[config.mk]
export PLATFORM = sky130hd
export DESIGN_NAME = whp_host
export DESIGN_NICKNAME = d
export VERILOG_FILES = /design/src/rtl/whp_pkg.sv /design/src/rtl/whp_uart.sv /design/src/rtl/whp_host.sv
export VERILOG_INCLUDE_DIRS = /design/src /design/src/rtl
export SDC_FILE = /design/constraint.sdc
export NUM_CORES = 1
export LEC_CHECK = 0
export BUFFER_PORTS_ARGS = -buffer_cell sky130_fd_sc_hd__buf_2
export CORE_ASPECT_RATIO = 0.8
export CORE_UTILIZATION = 45
export CTS_CLUSTER_SIZE = 20
export DETAILED_ROUTE_END_ITERATION = 8
export PLACE_DENSITY = 0.68
export REMOVE_ABC_BUFFERS = 1
export SYNTH_ARGS = -nofsm -noshare
export SYNTH_HDL_FRONTEND = slang
export SYNTH_SLANG_ARGS = --single-unit
[constraint.sdc]
create_clock -name core_clk -period 23.4 [get_ports core_clk]
set_input_delay 3.51 -clock core_clk [delete_from_list [all_inputs] [get_ports core_clk]]
set_output_delay 3.51 -clock core_clk [all_outputs]
set_load 0.03 [all_outputs]
[src/rtl/whp_map.svh]
// register offsets, field positions, reset values and timing figures
`ifndef WHP_MAP_SVH
`define WHP_MAP_SVH

// ----------------------------------------------------------------
// clock and timing figures
// ----------------------------------------------------------------
`define WHP_CLK_HZ 20000000
`define WHP_SPI_MAX_HZ 20000000
`define WHP_HIB_MIN_MS 10
`define WHP_WAKE_MS 50
`define WHP_RECAL_MS 200
`define WHP_HW_WAKE_MS 25
`define WHP_INIT_MS 1350
`define WHP_BAUD_DEF 115200
`define WHP_BAUD_MAX 3000000
`define WHP_CYC_PER_MS (`WHP_CLK_HZ / 1000)
// half period of the serial clock in core cycles; two cycles are needed
// because the returning data line passes a two-stage synchroniser
`define WHP_SPI_HALF_MIN 8'h02
`define WHP_SPI_HALF_RST 8'h02
`define WHP_BAUD_DIV_RST 16'(`WHP_CLK_HZ / `WHP_BAUD_DEF)
`define WHP_BAUD_DIV_MIN 16'((`WHP_CLK_HZ + `WHP_BAUD_MAX - 1) / `WHP_BAUD_MAX)

// ----------------------------------------------------------------
// register offsets
// ----------------------------------------------------------------
`define WHP_OFF_CTRL 8'h00
`define WHP_OFF_STATUS 8'h04
`define WHP_OFF_SPI_DATA 8'h08
`define WHP_OFF_UART_DATA 8'h0c
`define WHP_OFF_UART_WORD 8'h10
`define WHP_OFF_SPI_HALF 8'h14
`define WHP_OFF_BAUD 8'h18
`define WHP_OFF_EVT_STAT 8'h1c
`define WHP_OFF_EVT_CLR 8'h20
`define WHP_OFF_EVT_EN 8'h24

// ----------------------------------------------------------------
// fields and reset values
// ----------------------------------------------------------------
`define WHP_CTRL_SLEEP 0
`define WHP_CTRL_HOLD 1
`define WHP_CTRL_RECAL 2
`define WHP_CTRL_RST 3'h0
`define WHP_EV_SPI 0
`define WHP_EV_RX 1
`define WHP_EV_ATTN 2
`define WHP_EV_AWAKE 3
`define WHP_EV_TXDONE 4
`define WHP_EV_RST 5'h00

`endif

[src/rtl/whp_pkg.sv]
// types shared by the host port controller
`default_nettype none
package whp_pkg;
	typedef struct packed {
		logic wr;
		logic rd;
		logic [7:0] addr;
		logic [31:0] wdata;
	} whp_req_s;
	typedef enum logic [3:0] {
		PWR_BOOT = 4'h1, PWR_UP = 4'h2, PWR_HIB = 4'h4, PWR_WAKE = 4'h8
	} whp_pwr_e;
	typedef enum logic [3:0] {
		SPI_IDLE = 4'h1, SPI_LEAD = 4'h2, SPI_SHIFT = 4'h4, SPI_TRAIL = 4'h8
	} whp_spi_e;
	typedef enum logic [1:0] {TX_IDLE = 2'h1, TX_BUSY = 2'h2} whp_tx_e;
	typedef enum logic [1:0] {RX_IDLE = 2'h1, RX_BITS = 2'h2} whp_rx_e;
endpackage
`default_nettype wire

[src/rtl/whp_uart.sv]
// 8n1 uart with rts/cts flow control for the host port controller
`default_nettype none
module whp_uart (
	input wire logic core_clk,
	input wire logic rst,
	input wire logic [15:0] baud_div,
	input wire logic [7:0] tx_data,
	input wire logic tx_valid,
	output logic tx_ready,
	output logic [7:0] rx_data,
	output logic rx_valid,
	input wire logic rx_take,
	output logic uart_tx,
	input wire logic uart_rx,
	input wire logic cts_n,
	output logic rts_n
);
	logic rx_s1, rx_s2, cts_s1, cts_s2;
	whp_pkg::whp_tx_e tx_st, next_tx_st;
	whp_pkg::whp_rx_e rx_st, next_rx_st;
	logic [15:0] tx_cnt, next_tx_cnt, rx_cnt, next_rx_cnt;
	logic [3:0] tx_bit, next_tx_bit, rx_bit, next_rx_bit;
	logic [9:0] tx_sh, next_tx_sh;
	logic [7:0] rx_sh, next_rx_sh, next_rx_data;
	logic next_rx_valid;

	// device may send only while we hold rts low; we send only on cts low
	assign tx_ready = (tx_st == whp_pkg::TX_IDLE) && !cts_s2;
	assign rts_n = rx_valid;
	assign uart_tx = tx_sh[0];

	always_comb begin
		next_tx_st = tx_st;
		next_tx_cnt = tx_cnt;
		next_tx_bit = tx_bit;
		next_tx_sh = tx_sh;
		case (tx_st)
		whp_pkg::TX_IDLE: begin
			if (tx_valid && tx_ready) begin
				// stop, data lsb first, start: no parity bit
				next_tx_sh = {1'b1, tx_data, 1'b0};
				next_tx_cnt = 16'h0000;
				next_tx_bit = 4'h0;
				next_tx_st = whp_pkg::TX_BUSY;
			end
		end
		default: begin
			if (tx_cnt >= baud_div - 16'h0001) begin
				next_tx_cnt = 16'h0000;
				next_tx_sh = {1'b1, tx_sh[9:1]};
				next_tx_bit = tx_bit + 4'h1;
				if (tx_bit == 4'h9) begin
					next_tx_st = whp_pkg::TX_IDLE;
				end
			end else begin
				next_tx_cnt = tx_cnt + 16'h0001;
			end
		end
		endcase
	end

	always_comb begin
		next_rx_st = rx_st;
		next_rx_cnt = rx_cnt;
		next_rx_bit = rx_bit;
		next_rx_sh = rx_sh;
		next_rx_data = rx_data;
		next_rx_valid = rx_valid && !rx_take;
		case (rx_st)
		whp_pkg::RX_IDLE: begin
			if (!rx_s2) begin
				next_rx_cnt = {1'b0, baud_div[15:1]};
				next_rx_bit = 4'h0;
				next_rx_st = whp_pkg::RX_BITS;
			end
		end
		default: begin
			if (rx_cnt == 16'h0000) begin
				next_rx_cnt = baud_div - 16'h0001;
				next_rx_bit = rx_bit + 4'h1;
				if (rx_bit == 4'h0 && rx_s2) begin
					next_rx_st = whp_pkg::RX_IDLE;
				end else if (rx_bit == 4'h9) begin
					next_rx_st = whp_pkg::RX_IDLE;
					if (rx_s2) begin
						next_rx_data = rx_sh;
						next_rx_valid = 1'b1;
					end
				end else if (rx_bit != 4'h0) begin
					next_rx_sh = {rx_s2, rx_sh[7:1]};
				end
			end else begin
				next_rx_cnt = rx_cnt - 16'h0001;
			end
		end
		endcase
	end

	always_ff @(posedge core_clk or posedge rst) begin
		if (rst) begin
			rx_s1 <= 1'b1;
			rx_s2 <= 1'b1;
			cts_s1 <= 1'b1;
			cts_s2 <= 1'b1;
			tx_st <= whp_pkg::TX_IDLE;
			tx_cnt <= 16'h0000;
			tx_bit <= 4'h0;
			tx_sh <= 10'h3ff;
			rx_st <= whp_pkg::RX_IDLE;
			rx_cnt <= 16'h0000;
			rx_bit <= 4'h0;
			rx_sh <= 8'h00;
			rx_data <= 8'h00;
			rx_valid <= 1'b0;
		end else begin
			rx_s1 <= uart_rx;
			rx_s2 <= rx_s1;
			cts_s1 <= cts_n;
			cts_s2 <= cts_s1;
			tx_st <= next_tx_st;
			tx_cnt <= next_tx_cnt;
			tx_bit <= next_tx_bit;
			tx_sh <= next_tx_sh;
			rx_st <= next_rx_st;
			rx_cnt <= next_rx_cnt;
			rx_bit <= next_rx_bit;
			rx_sh <= next_rx_sh;
			rx_data <= next_rx_data;
			rx_valid <= next_rx_valid;
		end
	end
endmodule
`default_nettype wire

[src/rtl/whp_host.sv]
// host-side controller for the network module: spi, uart and sleep pin
//
// The strobed register port and the address map were decided locally.
`include "whp_map.svh"
`default_nettype none
// ----------------------------------------------------------------
// What this block does
// - the serial clock never runs faster than the supported maximum.
// - this controller makes the serial clock; the module only receives it.
// - a low select frames each transfer and high leaves the module idle.
// - data goes out on the mosi line and comes back on miso, full duplex.
// - every low pulse on the sleep pin lasts at least the minimum width.
// - after releasing the sleep pin we wait the wake time before talking.
// - an optional extra wait covers recalibration after a heat change.
// - after reset we wait the hardware wake plus initialisation time.
// - the uart starts at the default rate; software may raise it.
// - the uart is 8 data bits, no parity, one stop, lsb first, rts/cts.
// - the attention line is active high and caught on its rising edge.
// - multi-byte uart words are sent lowest byte first.
// ----------------------------------------------------------------
module whp_host #(
	parameter int unsigned HIB_MIN_CYC = `WHP_HIB_MIN_MS * `WHP_CYC_PER_MS,
	parameter int unsigned WAKE_CYC = `WHP_WAKE_MS * `WHP_CYC_PER_MS,
	parameter int unsigned RECAL_CYC = `WHP_RECAL_MS * `WHP_CYC_PER_MS,
	parameter int unsigned BOOT_CYC =
		(`WHP_HW_WAKE_MS + `WHP_INIT_MS) * `WHP_CYC_PER_MS,
	parameter int SPI_BITS = 8
) (
	input wire logic core_clk,
	input wire logic rst,
	input wire whp_pkg::whp_req_s bus_req,
	output logic [31:0] rd_data,
	output logic irq,
	output logic spi_sclk,
	output logic host_select_n,
	output logic spi_mosi,
	input wire logic spi_miso,
	input wire logic device_attention_irq,
	output logic sleep_request_n,
	output logic uart_tx,
	input wire logic uart_rx,
	input wire logic uart_cts_n,
	output logic uart_rts_n
);
	localparam int BW = $clog2(SPI_BITS);

	function automatic logic reached(input logic [31:0] cnt,
		input logic [31:0] lim);
		reached = cnt >= lim - 32'h1;
	endfunction

	// ----------------------------------------------------------------
	// state
	// ----------------------------------------------------------------
	logic [2:0] ctrl, next_ctrl;
	logic [4:0] en, next_en, evt, next_evt, clr, ev_set;
	logic [7:0] spi_half, next_half;
	logic [15:0] baud_div, next_baud;
	logic [31:0] next_rd;
	logic att1, att2, att3, mi1, mi2, rv_q;
	logic spi_go, tx_byte, tx_word, rx_take, spi_done, awake_evt, txw_evt;
	whp_pkg::whp_pwr_e pwr_st, next_pwr;
	logic [31:0] pwr_cnt, next_pcnt, wake_lim;
	logic next_sleep_n;
	whp_pkg::whp_spi_e spi_st, next_spi;
	logic [7:0] hcnt, next_hcnt;
	logic [BW-1:0] bcnt, next_bcnt;
	logic [SPI_BITS-1:0] tx_sh, next_tx_sh, rx_sh, next_rx_sh;
	logic [SPI_BITS-1:0] rx_word, next_rx_word;
	logic next_sclk, next_mosi, next_cs_n;
	logic [31:0] wsh, next_wsh;
	logic [2:0] wleft, next_wleft;
	logic u_tx_ready, u_rx_valid;
	logic [7:0] u_rx_data;
	logic awake, spi_busy;

	assign awake = pwr_st == whp_pkg::PWR_UP;
	assign spi_busy = spi_st != whp_pkg::SPI_IDLE;
	assign irq = |(evt & en);

	// ----------------------------------------------------------------
	// register port and events
	// ----------------------------------------------------------------
	always_comb begin
		ev_set = `WHP_EV_RST;
		ev_set[`WHP_EV_SPI] = spi_done;
		ev_set[`WHP_EV_RX] = u_rx_valid && !rv_q;
		ev_set[`WHP_EV_ATTN] = att2 && !att3;
		ev_set[`WHP_EV_AWAKE] = awake_evt;
		ev_set[`WHP_EV_TXDONE] = txw_evt;
	end

	always_comb begin
		next_ctrl = ctrl;
		next_en = en;
		next_half = spi_half;
		next_baud = baud_div;
		clr = `WHP_EV_RST;
		spi_go = 1'b0;
		tx_byte = 1'b0;
		tx_word = 1'b0;
		rx_take = 1'b0;
		next_rd = 32'h0;
		if (bus_req.wr) begin
			if (bus_req.addr == `WHP_OFF_CTRL) begin
				next_ctrl = bus_req.wdata[2:0];
			end else if (bus_req.addr == `WHP_OFF_SPI_DATA) begin
				spi_go = 1'b1;
			end else if (bus_req.addr == `WHP_OFF_UART_DATA) begin
				tx_byte = 1'b1;
			end else if (bus_req.addr == `WHP_OFF_UART_WORD) begin
				tx_word = 1'b1;
			end else if (bus_req.addr == `WHP_OFF_SPI_HALF) begin
				next_half = (bus_req.wdata[7:0] < `WHP_SPI_HALF_MIN) ?
					`WHP_SPI_HALF_MIN : bus_req.wdata[7:0];
			end else if (bus_req.addr == `WHP_OFF_BAUD) begin
				next_baud = (bus_req.wdata[15:0] < `WHP_BAUD_DIV_MIN) ?
					`WHP_BAUD_DIV_MIN : bus_req.wdata[15:0];
			end else if (bus_req.addr == `WHP_OFF_EVT_CLR) begin
				clr = bus_req.wdata[4:0];
			end else if (bus_req.addr == `WHP_OFF_EVT_EN) begin
				next_en = bus_req.wdata[4:0];
			end
		end
		if (bus_req.rd) begin
			if (bus_req.addr == `WHP_OFF_CTRL) begin
				next_rd = {29'h0, ctrl};
			end else if (bus_req.addr == `WHP_OFF_STATUS) begin
				next_rd = {25'h0, sleep_request_n, u_rx_valid, wleft != 3'h0,
					pwr_st == whp_pkg::PWR_HIB, att2, spi_busy, awake};
			end else if (bus_req.addr == `WHP_OFF_SPI_DATA) begin
				next_rd = 32'(rx_word);
			end else if (bus_req.addr == `WHP_OFF_UART_DATA) begin
				next_rd = {24'h0, u_rx_data};
				rx_take = 1'b1;
			end else if (bus_req.addr == `WHP_OFF_SPI_HALF) begin
				next_rd = {24'h0, spi_half};
			end else if (bus_req.addr == `WHP_OFF_BAUD) begin
				next_rd = {16'h0, baud_div};
			end else if (bus_req.addr == `WHP_OFF_EVT_STAT) begin
				next_rd = {27'h0, evt};
			end else if (bus_req.addr == `WHP_OFF_EVT_EN) begin
				next_rd = {27'h0, en};
			end
		end
		// a new event in the clearing cycle survives
		next_evt = (evt & ~clr) | ev_set;
	end

	// ----------------------------------------------------------------
	// sleep pin sequencing
	// ----------------------------------------------------------------
	always_comb begin
		next_pwr = pwr_st;
		next_pcnt = pwr_cnt + 32'h1;
		next_sleep_n = sleep_request_n;
		awake_evt = 1'b0;
		wake_lim = ctrl[`WHP_CTRL_RECAL] ? WAKE_CYC + RECAL_CYC : WAKE_CYC;
		case (pwr_st)
		whp_pkg::PWR_BOOT: begin
			if (reached(pwr_cnt, BOOT_CYC)) begin
				next_pwr = whp_pkg::PWR_UP;
				awake_evt = 1'b1;
			end
		end
		whp_pkg::PWR_UP: begin
			next_pcnt = pwr_cnt;
			if (ctrl[`WHP_CTRL_SLEEP] && !spi_busy) begin
				next_pwr = whp_pkg::PWR_HIB;
				next_pcnt = 32'h0;
				next_sleep_n = 1'b0;
			end
		end
		whp_pkg::PWR_HIB: begin
			// the pin stays low for the full minimum even if sleep is dropped
			if (reached(pwr_cnt, HIB_MIN_CYC)) begin
				next_pcnt = pwr_cnt;
				if (!ctrl[`WHP_CTRL_SLEEP]) begin
					next_pwr = whp_pkg::PWR_WAKE;
					next_pcnt = 32'h0;
					next_sleep_n = 1'b1;
				end
			end
		end
		whp_pkg::PWR_WAKE: begin
			if (ctrl[`WHP_CTRL_SLEEP]) begin
				next_pwr = whp_pkg::PWR_HIB;
				next_pcnt = 32'h0;
				next_sleep_n = 1'b0;
			end else if (reached(pwr_cnt, wake_lim)) begin
				next_pwr = whp_pkg::PWR_UP;
				awake_evt = 1'b1;
			end
		end
		default: begin
			next_pwr = whp_pkg::PWR_BOOT;
			next_pcnt = 32'h0;
		end
		endcase
	end

	// ----------------------------------------------------------------
	// serial peripheral master, mode 0, msb first
	// ----------------------------------------------------------------
	always_comb begin
		next_spi = spi_st;
		next_hcnt = hcnt + 8'h01;
		next_bcnt = bcnt;
		next_tx_sh = tx_sh;
		next_rx_sh = rx_sh;
		next_rx_word = rx_word;
		next_sclk = spi_sclk;
		next_mosi = spi_mosi;
		spi_done = 1'b0;
		case (spi_st)
		whp_pkg::SPI_IDLE: begin
			next_sclk = 1'b0;
			if (spi_go && awake) begin
				next_spi = whp_pkg::SPI_LEAD;
				next_hcnt = 8'h00;
				next_tx_sh = bus_req.wdata[SPI_BITS-1:0];
				next_mosi = bus_req.wdata[SPI_BITS-1];
			end
		end
		whp_pkg::SPI_LEAD: begin
			// select leads the first clock edge by a half period
			if (reached({24'h0, hcnt}, {24'h0, spi_half})) begin
				next_spi = whp_pkg::SPI_SHIFT;
				next_hcnt = 8'h00;
				next_bcnt = '0;
				next_sclk = 1'b1;
			end
		end
		whp_pkg::SPI_SHIFT: begin
			if (reached({24'h0, hcnt}, {24'h0, spi_half})) begin
				next_hcnt = 8'h00;
				next_sclk = !spi_sclk;
				if (spi_sclk) begin
					next_rx_sh = {rx_sh[SPI_BITS-2:0], mi2};
					if (bcnt == BW'(SPI_BITS - 1)) begin
						next_spi = whp_pkg::SPI_TRAIL;
					end else begin
						next_bcnt = bcnt + BW'(1);
						next_tx_sh = {tx_sh[SPI_BITS-2:0], 1'b0};
						next_mosi = tx_sh[SPI_BITS-2];
					end
				end
			end
		end
		whp_pkg::SPI_TRAIL: begin
			if (reached({24'h0, hcnt}, {24'h0, spi_half})) begin
				next_spi = whp_pkg::SPI_IDLE;
				next_rx_word = rx_sh;
				spi_done = 1'b1;
			end
		end
		default: begin
			next_spi = whp_pkg::SPI_IDLE;
		end
		endcase
		next_cs_n = !((ctrl[`WHP_CTRL_HOLD] && awake) ||
			next_spi != whp_pkg::SPI_IDLE);
	end

	// ----------------------------------------------------------------
	// uart feeder: words leave lowest byte first
	// ----------------------------------------------------------------
	always_comb begin
		next_wsh = wsh;
		next_wleft = wleft;
		txw_evt = 1'b0;
		if (wleft == 3'h0) begin
			if (tx_word && awake) begin
				next_wsh = bus_req.wdata;
				next_wleft = 3'h4;
			end else if (tx_byte && awake) begin
				next_wsh = {24'h0, bus_req.wdata[7:0]};
				next_wleft = 3'h1;
			end
		end else if (u_tx_ready) begin
			next_wsh = {8'h0, wsh[31:8]};
			next_wleft = wleft - 3'h1;
			txw_evt = wleft == 3'h1;
		end
	end

	always_ff @(posedge core_clk or posedge rst) begin
		if (rst) begin
			ctrl <= `WHP_CTRL_RST;
			en <= `WHP_EV_RST;
			evt <= `WHP_EV_RST;
			spi_half <= `WHP_SPI_HALF_RST;
			baud_div <= `WHP_BAUD_DIV_RST;
			rd_data <= 32'h0;
			att1 <= 1'b0;
			att2 <= 1'b0;
			att3 <= 1'b0;
			mi1 <= 1'b0;
			mi2 <= 1'b0;
			rv_q <= 1'b0;
			pwr_st <= whp_pkg::PWR_BOOT;
			pwr_cnt <= 32'h0;
			sleep_request_n <= 1'b1;
			spi_st <= whp_pkg::SPI_IDLE;
			hcnt <= 8'h00;
			bcnt <= '0;
			tx_sh <= '0;
			rx_sh <= '0;
			rx_word <= '0;
			spi_sclk <= 1'b0;
			spi_mosi <= 1'b0;
			host_select_n <= 1'b1;
			wsh <= 32'h0;
			wleft <= 3'h0;
		end else begin
			ctrl <= next_ctrl;
			en <= next_en;
			evt <= next_evt;
			spi_half <= next_half;
			baud_div <= next_baud;
			rd_data <= next_rd;
			att1 <= device_attention_irq;
			att2 <= att1;
			att3 <= att2;
			mi1 <= spi_miso;
			mi2 <= mi1;
			rv_q <= u_rx_valid;
			pwr_st <= next_pwr;
			pwr_cnt <= next_pcnt;
			sleep_request_n <= next_sleep_n;
			spi_st <= next_spi;
			hcnt <= next_hcnt;
			bcnt <= next_bcnt;
			tx_sh <= next_tx_sh;
			rx_sh <= next_rx_sh;
			rx_word <= next_rx_word;
			spi_sclk <= next_sclk;
			spi_mosi <= next_mosi;
			host_select_n <= next_cs_n;
			wsh <= next_wsh;
			wleft <= next_wleft;
		end
	end

	whp_uart whp_uart_inst (
		.core_clk(core_clk),
		.rst(rst),
		.baud_div(baud_div),
		.tx_data(wsh[7:0]),
		.tx_valid(wleft != 3'h0),
		.tx_ready(u_tx_ready),
		.rx_data(u_rx_data),
		.rx_valid(u_rx_valid),
		.rx_take(rx_take),
		.uart_tx(uart_tx),
		.uart_rx(uart_rx),
		.cts_n(uart_cts_n),
		.rts_n(uart_rts_n)
	);

	// ----------------------------------------------------------------
	// checks
	// ----------------------------------------------------------------
	logic [31:0] low_cnt, hi_cnt;
	always_ff @(posedge core_clk or posedge rst) begin
		if (rst) begin
			low_cnt <= 32'h0;
			hi_cnt <= 32'h0;
		end else begin
			low_cnt <= sleep_request_n ? 32'h0 : low_cnt + 32'h1;
			hi_cnt <= !sleep_request_n ? 32'h0 :
				(&hi_cnt) ? hi_cnt : hi_cnt + 32'h1;
		end
	end
endmodule
`default_nettype wire

==> metrics.cfg <==
[synthesis]
seq_area_frac_synth = 0.4722
syn_area_sq_um = 13100
ys_ff_latch = 246
postSynth.asyncResetShare = 1.000
syn_inst = 1313
synth_ff_type = dfrtp_1
synth_cell_types = 81
yosysWarningCount = 0
synth_edf_count = 0
synth.area.top_cells = dfrtp_1, mux2_2, dfstp_2
yosys.area.top_type_share = 0.4221
yosysTopAreaCell = dfrtp_1
synth.avg_cell_area_sq_um = 9.979

[routing]
routed_wirelength_um = 31890
drtAntennaViolNets = 0
vias = 10200
drc = 12
drt_iter0_markers = 817
avgRoutedWirePerCell_um = 18.10
firstDrtPassIters = 9
vias_per_cell = 5.788

[global_routing]
grt_overflow = 0
grt_pass1_vias = 9480
grt_max_degree = 95
grt_usage = 0.2211
grt_pass1_wl_um = 52230
antenna_found_initial = 2

[setup_path]
crit_top_cell = nand2_1
slowest_stage = nor4_1
cp_top_family = simple AND/OR/NAND/NOR gates
worst_ep_required_time_ns = 23.84
reg2regPathDepth = 12
reg2reg_from = baud_div[4]
arrival_ns = 6.08
r2r_end = whp_uart_inst.tx_cnt[9]
worstPathCellList = buf_2 -> nor4_1 -> nand2_1 -> o21a_1 -> nand2_1 -> mux2_2
critPathLaunchType = input pin
r2r_slack_ns = 19.25
crit_buf_inv = 1
end_kind = flop
max_stage_delay_ns = 0.92
path_class = input pin to flop
critPathMaxFanout = 19

[clocking]
cts_setup_buffers = 0
cts.repair.resized = 0
holdBufCountCts = 0
clkTransAtPathRegs_ns = 0.06
numCtsBuffers = 27
htree_levels = 1
cts.sinks = 246
insertion_delay_ns = 0.58
cts_root_buf = clkbuf_16
cts_tree = yes
clock_path_buffers = 3

[finish]
final_cell_mix = dfrtp_1, nand2_1, nor2_1, mux2_2, nand3_1
drive_gt1_frac = 0.1849
regArea_sq_um = 6187
final_nets = 1462
final_common_cell = dfrtp_1
area_growth_pct = 12.16
stdcell_count = 1762
n_fill_cell = 2568
multiInputGateArea_sq_um = 6518

[timing]
period_minus_slack_ns = 5.642
fmax_mhz = 177.2
post-route-period-util = 0.2411
whs_ns = 0.3565
setup_viol = 0
slew_viol_final = 0
setup_tns_ns = 0
tightest_slew_ns = 1.129
hold_viol = 0
max_slew_margin = 0.2281
grt_setup_unrepaired = no
clock_skew_ns = 0.02848

[pwr]
leakage_nw = 6.667
peakVddDrop_mv = 0.05978
p_per_area_nw_per_um2 = 79.48

[floorplanning]
start_util = 0.4610
die-area_sq_um = 29810
core_sq_um = 28420
io-pin-count = 87
row_count = 55
die_x_um = 192.8
dieHeight_um = 154.6

[placement]
gp_congestion = 0.8600
post-place-cells = 1711
io_buffers = 70
place_hpwl_um = 22580

[worst_hold_path]
min_path_type = flop to flop
worstHoldStart = whp_uart_inst.cts_s1
hold_path_depth = 0
min_to = whp_uart_inst.cts_s2

[run_status]
status = finished, violations left
violations = DRC

[flow_run]
cap_violations = 0

==> cell families (layout without fill, tap and decap cells) <==
family | after synthesis | count (layout) | synth area share
XOR/XNOR | 55 | 55 | 0.03676
AO/OA/AOI/OAI | 240 | 240 | 0.1243
adder cells (fa/ha/maj) | 44 | 44 | 0.04202
multiplexers | 105 | 105 | 0.08785
other | 1 | 18 | 0.0002862
flip-flops | 246 | 246 | 0.4722
buffers and inverters | 99 | 161 | 0.03581
AND/OR/NAND/NOR | 523 | 523 | 0.2007
==> area by class of cell <==
cell class	count	area share
diodes	2	0.0003406
clock buffers	36	0.05304
clock inverters	13	0.01294
inverters	32	0.008685
multi-input cells	983	0.4435
flip-flops and latches	246	0.4210
well taps	370	0.03150
repair buffers	80	0.02895
==> report_power, final <==
part / internal, mW / total, mW / switching (mW)
sequential: 0.471 / 0.513 / 0.0421
clock: 0.279 / 0.464 / 0.185
combinational: 0.0762 / 0.191 / 0.115
==> sequential cells by signal, summed over array words and instances, names as in the netlist, 4 cells and up <==
register / flops
pwr_cnt: 32
rx_word: 8
whp_uart_inst.tx_sh: 9
spi_half: 8
en: 5
whp_uart_inst.tx_cnt: 16
hcnt: 8
wsh: 32
whp_uart_inst.rx_data: 8
evt: 5
rx_sh: 8
pwr_st: 4
whp_uart_inst.tx_bit: 4
whp_uart_inst.rx_cnt: 16
baud_div: 16
rd_data: 16
whp_uart_inst.rx_sh: 8
spi_st: 4
tx_sh: 7
whp_uart_inst.rx_bit: 4
==> worst reg2reg max path: stages (launching register included) <==
cell and delay [ns]:
dfrtp_1 0.47, nor4_1 0.60, nand3_1 0.28, nor4_1 0.28
xnor2_1 0.21, ha_1 0.29, a21o_1 0.17, a21o_1 0.18
a22oi_1 0.29, nand2_1 0.14, nor2_1 0.80, a21oi_1 0.15
o21ai_0 0.21
==> Yosys cell counts (5+ instances only) <==
cell and number:
dfstp_2 25, o21a_1 5, ha_1 44, nor4_1 15
and2_1 9, o31ai_1 13, o21ai_0 60, clkbuf_1 33
nand3b_1 21, a22o_1 18, nand4_1 11, nand3_1 77
mux2_2 80, o211ai_1 11, dfrtp_1 221, or4_1 6
nor2_1 119, xor2_1 19, nand2_1 143, a31oi_1 5
mux2i_1 25, buf_2 12, o21ai_1 8, a21o_1 12
nand2b_1 15, and3_1 11, o311ai_0 12, buf_4 18
or2_2 7, inv_1 32, a21oi_1 35, xnor2_1 36
a211oi_1 8, a221oi_1 5, nor2b_1 6, o22ai_1 11
nor3_1 45, o41ai_1 5, or3_1 9
==> worst max-delay path by stage <==
stage	to	from	depth (start not counted)
after floorplan	att1	rst	1
after global placement	baud_div[14]	bus_req[37]	6
after detailed placement	baud_div[6]	bus_req[37]	6
after CTS	baud_div[8]	bus_req[37]	6
after global routing	baud_div[8]	bus_req[37]	6
final	baud_div[4]	bus_req[37]	6
==> routing by layer <==
| layer | GRT usage | wire length, um | part of all wire |
|---|---|---|---|
| met1 | 0.3493 | 15900 | 0.50 |
| met5 | 0 | 0 | 0 |
| met3 | 0.03721 | 1961 | 0.061 |
| met2 | 0.3096 | 13360 | 0.42 |
| met4 | 0.05362 | 673 | 0.021 |
==> per-stage QoR <==
step | setup WS (ns) | utilization | total power, mW | area (sq um)
floorplan | 13.17 | - | 0.6498 | 12810
global placement | 17.39 | 0.4828 | 0.7018 | 13720
detailed placement | 17.25 | 0.4828 | 0.7086 | 13720
CTS | 17.83 | 0.5169 | 1.175 | 14690
global route | 17.69 | 0.5169 | 1.224 | 14690
finish | 17.76 | 0.5171 | 1.168 | 14700
No activity file was read; power rests on OpenSTA's default activity.
